## src/pmd_pkg.sv

```systemverilog
package pmd_pkg;
   // -----------------------------------------------------------------
   // Command codes
   // -----------------------------------------------------------------
   localparam logic [7:0] CMD_PAGE           = 8'h00;
   localparam logic [7:0] CMD_STORE_ALL      = 8'h15;
   localparam logic [7:0] CMD_RESTORE_ALL    = 8'h16;
   localparam logic [7:0] CMD_PWM_MODE       = 8'hd4;
   localparam logic [7:0] CMD_PEAK_CLEAR     = 8'he3;
   localparam logic [7:0] CMD_IDENTITY       = 8'he7;
   localparam logic [7:0] CMD_IIN_OFFSET     = 8'he9;
   localparam logic [7:0] CMD_FLOG_SAVE      = 8'hea;
   localparam logic [7:0] CMD_FLOG_ERASE     = 8'hec;
   localparam logic [7:0] CMD_CHAN_IIN       = 8'hed;
   localparam logic [7:0] CMD_FLOG_BYTES     = 8'hee;
   localparam logic [7:0] CMD_SHARED_STATUS  = 8'hef;
   localparam logic [7:0] CMD_NVM_COMPARE    = 8'hf0;
   localparam logic [7:0] CMD_DIE_PEAK       = 8'hf4;
   localparam logic [7:0] CMD_CTRL_CONFIG    = 8'hf5;
   localparam logic [7:0] CMD_SENSE_TC       = 8'hf6;
   localparam logic [7:0] CMD_EXT_SLOPE      = 8'hf8;
   localparam logic [7:0] CMD_EXT_OFFSET     = 8'hf9;
   localparam logic [7:0] CMD_RAIL_ADDR      = 8'hfa;
   localparam logic [7:0] CMD_SOFT_RESET     = 8'hfd;
   // -----------------------------------------------------------------
   // Reset values
   // -----------------------------------------------------------------
   localparam logic [15:0] RST_IIN_OFFSET    = 16'h9333;
   localparam logic [7:0]  RST_CTRL_CONFIG   = 8'h10;
   localparam logic [15:0] RST_SENSE_TC      = 16'h0f3c;
   localparam logic [15:0] RST_EXT_SLOPE     = 16'h4000;
   localparam logic [15:0] RST_EXT_OFFSET    = 16'h8000;
   localparam logic [7:0]  RST_RAIL_ADDR     = 8'h80;
   localparam logic [7:0]  RST_PWM_MODE      = 8'hc1;
   localparam logic [15:0] RST_DIE_PEAK      = 16'h8000;
   // -----------------------------------------------------------------
   // Field positions and formats
   // -----------------------------------------------------------------
   localparam int L11_EXP_MSB  = 15;
   localparam int L11_EXP_LSB  = 11;
   localparam int L11_MAN_MSB  = 10;
   localparam logic signed [4:0] L16_EXP = 5'sh14; // -12, fixed
   localparam int CML_FAULT_BIT  = 6;
   localparam int PWM_ILIM_BIT   = 7;
   localparam int PWM_VRANGE_BIT = 1;
   // Host register map
   localparam logic [1:0] HREG_CMD    = 2'h0; // [15:8] code [1:0] kind
   localparam logic [1:0] HREG_WDATA  = 2'h1;
   localparam logic [1:0] HREG_RDATA  = 2'h2;
   localparam logic [1:0] HREG_STATUS = 2'h3;
   localparam logic [1:0] KIND_SEND  = 2'h0;
   localparam logic [1:0] KIND_WRITE = 2'h1;
   localparam logic [1:0] KIND_READ  = 2'h2;
   // Device status bits
   localparam int ST_BUSY = 0;
   localparam int ST_MISMATCH = 1;
   localparam int ST_LOG_SAVED = 2;
   localparam int ST_LOG_ERASED = 3;
endpackage

```

## src/pmd_link_if.sv

```systemverilog
`timescale 1ns/1ps
interface pmd_link_if;
   logic        req;
   logic [1:0]  kind;
   logic [7:0]  code;
   logic [15:0] wdata;
   logic        ack;
   logic [15:0] rdata;
   modport host   (output req, kind, code, wdata, input ack, rdata);
   modport device (input req, kind, code, wdata, output ack, rdata);
endinterface

```

## src/pmd_device.sv

```systemverilog
`timescale 1ns/1ps
// Summary of operation
// - Linear 5/11: exponent b15..11, mantissa b10..0
// - Linear 16u: unsigned mantissa, fixed exponent -12
// - Integer word: plain unsigned 16 bits
// - Unpublished reads never disturb device state
// - Writing unpublished read-only code sets fault bit6
// - Host never writes unpublished command codes
// - Code 0xEA saves fault log to NVM
// - Code 0xEC erases NVM fault log block
// - Code 0xF0 compares commands with NVM copies
// - Code 0xFD performs full reset, no power cycle
// - Store/restore only touch nonvolatile commands
// - Code 0xE7 returns fixed identity word
// - Code 0xF4 returns peak die temperature
// - Per-channel input current offset, default 0x9333
// - Code 0xED returns per-channel input current
// - Per-channel rail address byte, default 0x80
// - Mode bit7 selects current-limit gain range; only the channel 0 mode byte drives it
// - Mode bit1 selects output voltage range; only the channel 0 mode byte drives it
// - Per-channel ext temp offset, default 0x8000
// - Per-channel ext temp slope, default 0x4000
// - Per-channel sense coefficient, default 3900, saved
// - Unpaged controller config, default 0x10, saved
// - Peak clear resets all peaks incl. die
module pmd_device #(
   parameter logic [15:0] IDENTITY = 16'h5a5a, // arbitrary value
   parameter int          NCH      = 2,
   parameter int          LOG_BYTES = 16
) (
   // Clock and reset
   input  wire logic        core_clk,
   input  wire logic        rst,
   input  wire logic        ce,
   // Link
   pmd_link_if.device       link,
   // Telemetry
   input  wire logic        die_temp_valid,
   input  wire logic [15:0] die_temp,
   input  wire logic [15:0] iin_raw_ch0,
   input  wire logic [15:0] iin_raw_ch1,
   input  wire logic [7:0]  fault_ram_byte,
   // Loop and NVM controls
   output logic             ilim_high_range,
   output logic             vout_high_range,
   output logic             cml_fault,
   output logic             log_saved,
   output logic             log_erased,
   output logic             nvm_mismatch,
   output logic             reset_pulse
);
   // -----------------------------------------------------------------
   // State
   // -----------------------------------------------------------------
   typedef struct packed {
      logic [15:0] iin_ofs0, iin_ofs1, tc0, tc1;
      logic [15:0] slope0, slope1, tofs0, tofs1;
      logic [7:0]  rail0, rail1, mode0, mode1;
      logic [7:0]  cfg;
      logic        page;
      logic [7:0]  status;
      logic [7:0]  log_ptr;
      logic        saved, erased, mismatch, rst_req;
      logic        ack;
      logic [15:0] rdata;
   } pmd_dev_t;
   // Nonvolatile copies: paged words, paged bytes, then config
   typedef struct packed {
      logic [15:0] iin_ofs0, iin_ofs1, tc0, tc1;
      logic [15:0] slope0, slope1, tofs0, tofs1;
      logic [7:0]  rail0, rail1, mode0, mode1;
      logic [7:0]  cfg;
   } pmd_nvm_t;
   pmd_dev_t s_q, s_d;
   pmd_nvm_t nvm_q, nvm_d, live;
   logic [7:0] flog_q [LOG_BYTES];
   logic [15:0] die_peak;
   logic        clr_peaks, take, wr, sb;
   logic [15:0] iin_sel;
   assign take = link.req && !s_q.ack;
   assign wr   = take && link.kind == pmd_pkg::KIND_WRITE;
   assign sb   = take && link.kind == pmd_pkg::KIND_SEND;
   assign clr_peaks = sb && link.code == pmd_pkg::CMD_PEAK_CLEAR;
   pmd_peak u_peak (
      .core_clk     (core_clk),
      .rst          (rst),
      .ce           (ce),
      .sample_valid (die_temp_valid),
      .sample       (die_temp),
      .clear        (clr_peaks || s_q.rst_req),
      .peak_q       (die_peak)
   );
   always_comb begin
      live = '{s_q.iin_ofs0, s_q.iin_ofs1, s_q.tc0, s_q.tc1, s_q.slope0,
               s_q.slope1, s_q.tofs0, s_q.tofs1, s_q.rail0, s_q.rail1,
               s_q.mode0, s_q.mode1, s_q.cfg};
   end
   // Current plus quiescent offset, both linear 5/11 with same exponent
   always_comb begin
      iin_sel = s_q.page ? iin_raw_ch1 : iin_raw_ch0;
      iin_sel[pmd_pkg::L11_MAN_MSB:0] = iin_sel[pmd_pkg::L11_MAN_MSB:0] +
         (s_q.page ? s_q.iin_ofs1[pmd_pkg::L11_MAN_MSB:0]
                   : s_q.iin_ofs0[pmd_pkg::L11_MAN_MSB:0]);
   end
   always_comb begin
      s_d = s_q;
      nvm_d = nvm_q;
      s_d.ack = take;
      if (wr) begin
         // Writable codes other than page and config land in the selected channel copy
         if (link.code == pmd_pkg::CMD_PAGE) begin
            s_d.page = link.wdata[0];
         end else if (link.code == pmd_pkg::CMD_IIN_OFFSET) begin
            if (s_q.page) s_d.iin_ofs1 = link.wdata;
            else s_d.iin_ofs0 = link.wdata;
         end else if (link.code == pmd_pkg::CMD_SENSE_TC) begin
            if (s_q.page) s_d.tc1 = link.wdata;
            else s_d.tc0 = link.wdata;
         end else if (link.code == pmd_pkg::CMD_EXT_SLOPE) begin
            if (s_q.page) s_d.slope1 = link.wdata;
            else s_d.slope0 = link.wdata;
         end else if (link.code == pmd_pkg::CMD_EXT_OFFSET) begin
            if (s_q.page) s_d.tofs1 = link.wdata;
            else s_d.tofs0 = link.wdata;
         end else if (link.code == pmd_pkg::CMD_RAIL_ADDR) begin
            if (s_q.page) s_d.rail1 = link.wdata[7:0];
            else s_d.rail0 = link.wdata[7:0];
         end else if (link.code == pmd_pkg::CMD_PWM_MODE) begin
            if (s_q.page) s_d.mode1 = link.wdata[7:0];
            else s_d.mode0 = link.wdata[7:0];
         end else if (link.code == pmd_pkg::CMD_CTRL_CONFIG) begin
            s_d.cfg = link.wdata[7:0];
         end else begin
            // Read-only or unpublished: no state moves, only the fault
            s_d.status[pmd_pkg::CML_FAULT_BIT] = 1'b1;
         end
      end
      if (sb) begin
         case (link.code)
            pmd_pkg::CMD_FLOG_SAVE: begin
               s_d.saved = 1'b1;
               s_d.erased = 1'b0;
            end
            pmd_pkg::CMD_FLOG_ERASE: begin
               s_d.erased = 1'b1;
               s_d.saved = 1'b0;
               s_d.log_ptr = '0;
            end
            pmd_pkg::CMD_NVM_COMPARE: s_d.mismatch = (live != nvm_q);
            pmd_pkg::CMD_STORE_ALL:   nvm_d = live;
            pmd_pkg::CMD_RESTORE_ALL: begin
               {s_d.iin_ofs0, s_d.iin_ofs1, s_d.tc0, s_d.tc1, s_d.slope0,
                s_d.slope1, s_d.tofs0, s_d.tofs1, s_d.rail0, s_d.rail1,
                s_d.mode0, s_d.mode1, s_d.cfg} = nvm_q;
            end
            pmd_pkg::CMD_SOFT_RESET:  s_d.rst_req = 1'b1;
            default: ;
         endcase
      end
      if (take && link.kind == pmd_pkg::KIND_READ) begin
         // Reads select data, log byte reads also advance log_ptr; unknown codes return zero
         s_d.rdata = '0;
         if (link.code == pmd_pkg::CMD_IDENTITY) s_d.rdata = IDENTITY;
         else if (link.code == pmd_pkg::CMD_PAGE) s_d.rdata = {15'h0, s_q.page};
         else if (link.code == pmd_pkg::CMD_IIN_OFFSET)
            s_d.rdata = s_q.page ? s_q.iin_ofs1 : s_q.iin_ofs0;
         else if (link.code == pmd_pkg::CMD_CHAN_IIN) s_d.rdata = iin_sel;
         else if (link.code == pmd_pkg::CMD_FLOG_BYTES) begin
            s_d.rdata = {8'h00, flog_q[s_q.log_ptr[$clog2(LOG_BYTES)-1:0]]};
            s_d.log_ptr = s_q.log_ptr + 8'h01;
         end
         else if (link.code == pmd_pkg::CMD_SHARED_STATUS)
            s_d.rdata = {8'h00, s_q.status};
         else if (link.code == pmd_pkg::CMD_DIE_PEAK) s_d.rdata = die_peak;
         else if (link.code == pmd_pkg::CMD_CTRL_CONFIG) s_d.rdata = {8'h00, s_q.cfg};
         else if (link.code == pmd_pkg::CMD_SENSE_TC)
            s_d.rdata = s_q.page ? s_q.tc1 : s_q.tc0;
         else if (link.code == pmd_pkg::CMD_EXT_SLOPE)
            s_d.rdata = s_q.page ? s_q.slope1 : s_q.slope0;
         else if (link.code == pmd_pkg::CMD_EXT_OFFSET)
            s_d.rdata = s_q.page ? s_q.tofs1 : s_q.tofs0;
         else if (link.code == pmd_pkg::CMD_RAIL_ADDR)
            s_d.rdata = {8'h00, s_q.page ? s_q.rail1 : s_q.rail0};
         else if (link.code == pmd_pkg::CMD_PWM_MODE)
            s_d.rdata = {8'h00, s_q.page ? s_q.mode1 : s_q.mode0};
      end
      if (s_q.rst_req) begin
         // Commanded reset: reload nonvolatile set, clear volatile state
         s_d = '0;
         s_d.rdata = s_q.rdata; // Read data holds until the next read
         {s_d.iin_ofs0, s_d.iin_ofs1, s_d.tc0, s_d.tc1, s_d.slope0,
          s_d.slope1, s_d.tofs0, s_d.tofs1, s_d.rail0, s_d.rail1,
          s_d.mode0, s_d.mode1, s_d.cfg} = nvm_q;
      end
   end
   always_ff @(posedge core_clk or posedge rst) begin
      if (rst) begin
         s_q <= '0;
         s_q.iin_ofs0 <= pmd_pkg::RST_IIN_OFFSET;
         s_q.iin_ofs1 <= pmd_pkg::RST_IIN_OFFSET;
         s_q.tc0 <= pmd_pkg::RST_SENSE_TC;
         s_q.tc1 <= pmd_pkg::RST_SENSE_TC;
         s_q.slope0 <= pmd_pkg::RST_EXT_SLOPE;
         s_q.slope1 <= pmd_pkg::RST_EXT_SLOPE;
         s_q.tofs0 <= pmd_pkg::RST_EXT_OFFSET;
         s_q.tofs1 <= pmd_pkg::RST_EXT_OFFSET;
         s_q.rail0 <= pmd_pkg::RST_RAIL_ADDR;
         s_q.rail1 <= pmd_pkg::RST_RAIL_ADDR;
         s_q.mode0 <= pmd_pkg::RST_PWM_MODE;
         s_q.mode1 <= pmd_pkg::RST_PWM_MODE;
         s_q.cfg <= pmd_pkg::RST_CTRL_CONFIG;
         nvm_q <= '{pmd_pkg::RST_IIN_OFFSET, pmd_pkg::RST_IIN_OFFSET,
                    pmd_pkg::RST_SENSE_TC, pmd_pkg::RST_SENSE_TC,
                    pmd_pkg::RST_EXT_SLOPE, pmd_pkg::RST_EXT_SLOPE,
                    pmd_pkg::RST_EXT_OFFSET, pmd_pkg::RST_EXT_OFFSET,
                    pmd_pkg::RST_RAIL_ADDR, pmd_pkg::RST_RAIL_ADDR,
                    pmd_pkg::RST_PWM_MODE, pmd_pkg::RST_PWM_MODE,
                    pmd_pkg::RST_CTRL_CONFIG};
      end else if (ce) begin
         s_q <= s_d;
         nvm_q <= nvm_d;
      end
   end
   // Fault log image: snapshot of RAM byte per save
   always_ff @(posedge core_clk) begin
      if (ce && sb && link.code == pmd_pkg::CMD_FLOG_SAVE) begin
         for (int i = LOG_BYTES - 1; i > 0; i--) flog_q[i] <= flog_q[i-1];
         flog_q[0] <= fault_ram_byte;
      end else if (ce && sb && link.code == pmd_pkg::CMD_FLOG_ERASE) begin
         for (int i = 0; i < LOG_BYTES; i++) flog_q[i] <= 8'hff;
      end
   end
   assign link.ack  = s_q.ack;
   assign link.rdata = s_q.rdata;
   // Gain ranges follow the channel 0 mode byte
   assign ilim_high_range = s_q.mode0[pmd_pkg::PWM_ILIM_BIT];
   assign vout_high_range = s_q.mode0[pmd_pkg::PWM_VRANGE_BIT];
   assign cml_fault = s_q.status[pmd_pkg::CML_FAULT_BIT];
   assign log_saved = s_q.saved;
   assign log_erased = s_q.erased;
   assign nvm_mismatch = s_q.mismatch;
   assign reset_pulse = s_q.rst_req;
endmodule

```

## src/pmd_peak.sv

```systemverilog
`timescale 1ns/1ps
// Running maximum of a signed linear 5/11 sample with clear.
module pmd_peak (
   // Clock and reset
   input  wire logic        core_clk,
   input  wire logic        rst,
   input  wire logic        ce,
   // Samples
   input  wire logic        sample_valid,
   input  wire logic [15:0] sample,
   input  wire logic        clear,
   // Peak
   output logic [15:0]      peak_q
);
   logic [15:0] peak_d;
   // Mantissa scaled by exponent into a comparable value
   function automatic logic signed [47:0] l11_val(input logic [15:0] w);
      logic signed [4:0]  e;
      logic signed [47:0] m;
      e = w[pmd_pkg::L11_EXP_MSB:pmd_pkg::L11_EXP_LSB];
      m = 48'(signed'(w[pmd_pkg::L11_MAN_MSB:0])) <<< 16;
      l11_val = e[4] ? (m >>> (5'(-e))) : (m <<< e[3:0]);
   endfunction
   always_comb begin
      peak_d = peak_q;
      if (clear) begin
         peak_d = pmd_pkg::RST_DIE_PEAK;
      end else if (sample_valid &&
          (peak_q == pmd_pkg::RST_DIE_PEAK ||
           l11_val(sample) > l11_val(peak_q))) begin
         peak_d = sample;
      end
   end
   always_ff @(posedge core_clk or posedge rst) begin
      if (rst) begin
         peak_q <= pmd_pkg::RST_DIE_PEAK;
      end else if (ce) begin
         peak_q <= peak_d;
      end
   end
endmodule

```

## src/flat_wrapper.sv

```systemverilog
// flat-port wrapper written by rule: the top's interface ports become plain ports
module pmd_device_flat 
#(
   parameter logic [15:0] IDENTITY = 16'h5a5a,                   
   parameter int          NCH      = 2,
   parameter int          LOG_BYTES = 16
)
  (core_clk, rst, ce, die_temp_valid, die_temp, iin_raw_ch0, iin_raw_ch1, fault_ram_byte, ilim_high_range, vout_high_range, cml_fault, log_saved, log_erased, nvm_mismatch, reset_pulse, link_req, link_kind, link_code, link_wdata, link_ack, link_rdata);
  pmd_link_if link_i ();
  input  wire logic core_clk;
  input  wire logic rst;
  input  wire logic ce;
  input  wire logic die_temp_valid;
  input  wire logic [15:0] die_temp;
  input  wire logic [15:0] iin_raw_ch0;
  input  wire logic [15:0] iin_raw_ch1;
  input  wire logic [7:0] fault_ram_byte;
  output logic ilim_high_range;
  output logic vout_high_range;
  output logic cml_fault;
  output logic log_saved;
  output logic log_erased;
  output logic nvm_mismatch;
  output logic reset_pulse;
  input wire logic [$bits(link_i.req)-1:0] link_req;
  input wire logic [$bits(link_i.kind)-1:0] link_kind;
  input wire logic [$bits(link_i.code)-1:0] link_code;
  input wire logic [$bits(link_i.wdata)-1:0] link_wdata;
  output wire logic [$bits(link_i.ack)-1:0] link_ack;
  output wire logic [$bits(link_i.rdata)-1:0] link_rdata;
  assign link_i.req = link_req;
  assign link_i.kind = link_kind;
  assign link_i.code = link_code;
  assign link_i.wdata = link_wdata;
  assign link_ack = link_i.ack;
  assign link_rdata = link_i.rdata;
  pmd_device #(.IDENTITY(IDENTITY), .NCH(NCH), .LOG_BYTES(LOG_BYTES)) u_core (.core_clk(core_clk), .rst(rst), .ce(ce), .link(link_i), .die_temp_valid(die_temp_valid), .die_temp(die_temp), .iin_raw_ch0(iin_raw_ch0), .iin_raw_ch1(iin_raw_ch1), .fault_ram_byte(fault_ram_byte), .ilim_high_range(ilim_high_range), .vout_high_range(vout_high_range), .cml_fault(cml_fault), .log_saved(log_saved), .log_erased(log_erased), .nvm_mismatch(nvm_mismatch), .reset_pulse(reset_pulse));
endmodule
```

## config.mk

```make
export PLATFORM = sky130hd
export DESIGN_NAME = pmd_device_flat
export DESIGN_NICKNAME = d
export VERILOG_FILES = /design/src/pmd_pkg.sv /design/src/pmd_link_if.sv /design/src/pmd_device.sv /design/src/pmd_peak.sv /design/src/flat_wrapper.sv
export SDC_FILE = /design/constraint.sdc
export NUM_CORES = 2
export LEC_CHECK = 0
export BUFFER_PORTS_ARGS = -buffer_cell sky130_fd_sc_hd__buf_4
export CAP_MARGIN = 20
export CORE_ASPECT_RATIO = 1.4
export CORE_UTILIZATION = 65
export DETAILED_ROUTE_END_ITERATION = 6
export GPL_TIMING_DRIVEN = 0
export PLACE_DENSITY = 0.86
export SYNTH_ARGS = -nofsm -noshare
export SYNTH_HDL_FRONTEND = slang
export SYNTH_SLANG_ARGS = --single-unit
export TNS_END_PERCENT = 20
```

## constraint.sdc

```tcl
create_clock -name core_clk -period 34.1 [get_ports core_clk]
set_clock_uncertainty 0.05 [all_clocks]
set_input_delay 1.705 -clock core_clk [delete_from_list [all_inputs] [get_ports core_clk]]
set_output_delay 1.705 -clock core_clk [all_outputs]
set_load 0.005 [all_outputs]
```

==> results.yml <==
sta:
  setup_viol: 0
  tns_ns: 0
  fmax_mhz: 133
  grt_setup_unrepaired: "false"
  slew_viol_final: 0
  hold_viol: 0
  worstMarginPinSlew_ns: 1.25
  fin_crit_ns: 7.51
  fin_crit_sh_pct: 22.0
  maxSlewHeadroom_pct: 16.3
clocking:
  cts_hold_buffers: 0
  clock_sinks: 507
  cts_made_buffers: 48
  cts_resized: 0
  cts.clk_slew.worst_paths_ns: 0.07
  cts_tree: "built"
  post-cts-setup-buffers: 0
  htree_levels: 2
  clk_latency_ns: 0.63
  root_buffer: "clkbuf_16"
  clock_path_buffers: 3
setup_path:
  cp-start-kind: "input pin"
  criticalPathCategory: "input pin to flop"
  critPathRequiredTime_ns: 34.53
  worst_setup_path_end_kind: "flop"
  reg2reg_from: "u_core.u_peak.peak_q[12]"
  cp-endpoint: "u_core.u_peak.peak_q[15]"
  critPathSlowestCell: "buf_1"
  rrSetupSlack_ns: 27.28
  cp_common_cell: "mux2i_1"
  ff2ff_path_depth: 23
  rr_endpoint: "u_core.u_peak.peak_q[15]"
  slowest_delay_ns: 0.51
  crit_arrival_ns: 7.94
  critical_path.startpoint: "die_temp[11]"
  path_max_fanout: 10
  crit_path_cell_trace: "buf_4 > buf_1 > clkinv_1 > ha_1 > clkbuf_1 > clkbuf_1 > mux2i_1 > mux2i_1 > mux2i_1 > mux2i_1 > a21oi_1 > o32ai_1 > ha_1 > a21oi_1 > o21ai_0 > a221o_1 > a2bb2oi_1 > nor3b_1 > o21ai_1 > o21ai_1 > clkbuf_1 > a22oi_1"
route:
  route.detailed.drc: 5
  drtAntennaViolNets: 0
  drt-pass1-iter-count: 7
  initialDrtViolationCount: 3699
  wl_per_cell_um: 32.5
  route.vias.total: 26512
  vias_per_cell: 7.41
  routed_wl_um: 116000
yosys:
  syn_area_per_cell_um2: 10.4
  synth_cells: 2813
  ys_seq_area_share_pct: 43.6
  async_flop_share_pct: 74.8
  yosys.area.top_type: "dfrtp_1"
  yosys_warnings: 0
  ys_ff_latch: 507
  synth_top_area_share_pct: 24.7
  syn-num-nets: 2956
  ys.flop_type: "dfrtp_1"
  synth_edf_count: 56
  synthesis.area_um2: 29200
  synth_cell_types: 87
  synth_area_leaders: "dfrtp_1, dfstp_2, mux2_2"
finish:
  most-common-layout-cells: "dfrtp_1, nand2_1, nor2_1"
  final_net_count: 3120
  final_layout_size_suffix_gt1_share_pct: 22.5
  final.fill_count: 3134
  syn_to_final_growth_pct: 11.1
  layout.cells.most_common: "dfrtp_1"
  ff_latch_area_um2: 12700
  multi_input_area_um2: 15400
pwr:
  internal-power_w: 0.00112
  p_total_w: 0.00174
  p_per_area_nw_per_um2: 53.8
  p_sw_w: 0.000625
  peakVddDrop_mv: 0.0648
  netSwitchingFraction_pct: 35.8
  p_comb_share_pct: 30.3
  leakage_nw: 13.9
  p_clk_share_pct: 32.2
  p_seq_share_pct: 37.5
die:
  die_h_um: 253
  io_pins: 111
  die_w_um: 181
  core_area_um2: 44200
  die_area_um2: 45700
  start_util_pct: 66.0
  placementRows: 91
global_routing:
  overflow: 0
  grt_max_degree: 137
  grt_pass1_vias: 26009
  grt_pass1_wl_um: 171000
  antenna_found_initial: 7
  track_usage_pct: 51.3
outcome:
  status: "finished, violations left"
  violations: "DRC"
placed_design:
  gp_congestion: 1.07
  hpwl_um: 83700
  place.port_buffers: 105
hold_path:
  hold_path_class: "flop to flop"
job:
  drv_cap: 0
[how the worst min path moves through the flow]
| stage | from | endpoint | cells after the start |
|---|---|---|---|
| after CTS | u_core.flog_q[15][7] | u_core.flog_q[15][7] | 1 |
| after global placement | u_core.flog_q[15][7] | u_core.flog_q[15][7] | 1 |
| after floorplan | u_core.flog_q[15][0] | u_core.flog_q[15][0] | 1 |
| final | u_core.flog_q[15][7] | u_core.flog_q[15][7] | 1 |
| after detailed placement | u_core.flog_q[15][7] | u_core.flog_q[15][7] | 1 |
| after global routing | u_core.flog_q[15][7] | u_core.flog_q[15][7] | 1 |
[cells by family (layout without fill, tap and decap cells)]
| kind of cell | count (synthesis) | in the layout | share of synthesized area [%] |
|---|---|---|---|
| buffers and inverters | 244 | 448 | 3.73 |
| and+or+nand+nor | 727 | 727 | 11.8 |
| other | 0 | 1 | 0 |
| DFF | 507 | 507 | 43.6 |
| muxes | 355 | 355 | 15.1 |
| AOI/OAI and AO/OA | 748 | 748 | 18.1 |
| adders and majority gates | 56 | 56 | 2.43 |
| xor gates and xnor gates | 176 | 176 | 5.29 |
[cells in the mapped netlist, types with 35 or more instances]
cell	n
a21oi_1	113
a221o_1	92
a22oi_1	77
clkbuf_1	121
dfrtp_1	288
dfstp_2	91
dfxtp_1	72
edfxtp_1	56
ha_1	55
mux2_2	205
mux2i_1	103
mux4_2	47
nand2_1	251
nand4_1	41
nor2_1	210
nor3_1	35
o21ai_0	188
o22a_1	76
or2_2	60
xnor2_1	122
xor2_1	54
[per-stage QoR]
stage	instances	hold WS, ns	setup slack (ns)	util [%]	instance area (µm²)
floorplan	2813	0.381	21.97	-	29200
global placement	3476	0.391	18.46	69.4	30700
detailed placement	3481	0.400	26.24	69.6	30800
CTS	3571	0.424	26.80	73.3	32400
global route	3575	0.450	26.27	73.4	32400
finish	3576	0.424	26.59	73.4	32400
[routing by layer]
| layer | track usage [%] | wire length, µm | vias to the layer above |
|---|---|---|---|
| met5 | 0 | 50 | - |
| met4 | 46.8 | 13400 | 6 |
| met3 | 16.0 | 13000 | 724 |
| met2 | 80.7 | 52600 | 2142 |
| met1 | 55.7 | 37200 | 12848 |
| li1 | - | - | 10792 |
[sequential cells by signal, summed over array words and instances, names as in the netlist, 5 cells and up]
signal and flops:
u_core.flog_q 128, u_core.u_peak.peak_q 16, u_core.live 166, u_core.link.rdata 16, u_core.s_q 5, u_core.nvm_q 168
[power groups by stage]
stage / logic [W] / registers, W / clock network, W
4_1_cts: 0.000514 / 0.000650 / 0.000555
5_1_grt: 0.000574 / 0.000653 / 0.000580
2_1_floorplan: 0.000361 / 0.000646 / 0
6_report: 0.000529 / 0.000654 / 0.000561
3_3_place_gp: 0.000501 / 0.000660 / 0
3_5_place_dp: 0.000510 / 0.000660 / 0
[worst max-delay path: cells and delay by family]
family	cells	cell delay, ns
AND/OR/NAND/NOR	1	0.27
multiplexers	4	1.09
adder cells (fa/ha/maj)	2	0.73
AO/OA/AOI/OAI	9	1.88
buffers and inverters	6	2.25
[final cells by class]
type,count,share of cell area (%)
Multi-Input combinational cell,2062,47.4
Sequential cell,507,39.3
Clock buffer,75,4.34
Buffer,205,2.90
Timing Repair Buffer,114,2.87
Tap cell,558,2.15
Clock inverter,15,0.610
Inverter,39,0.475
Antenna cell,1,0.00772
Power figures use the tool's default switching activity.
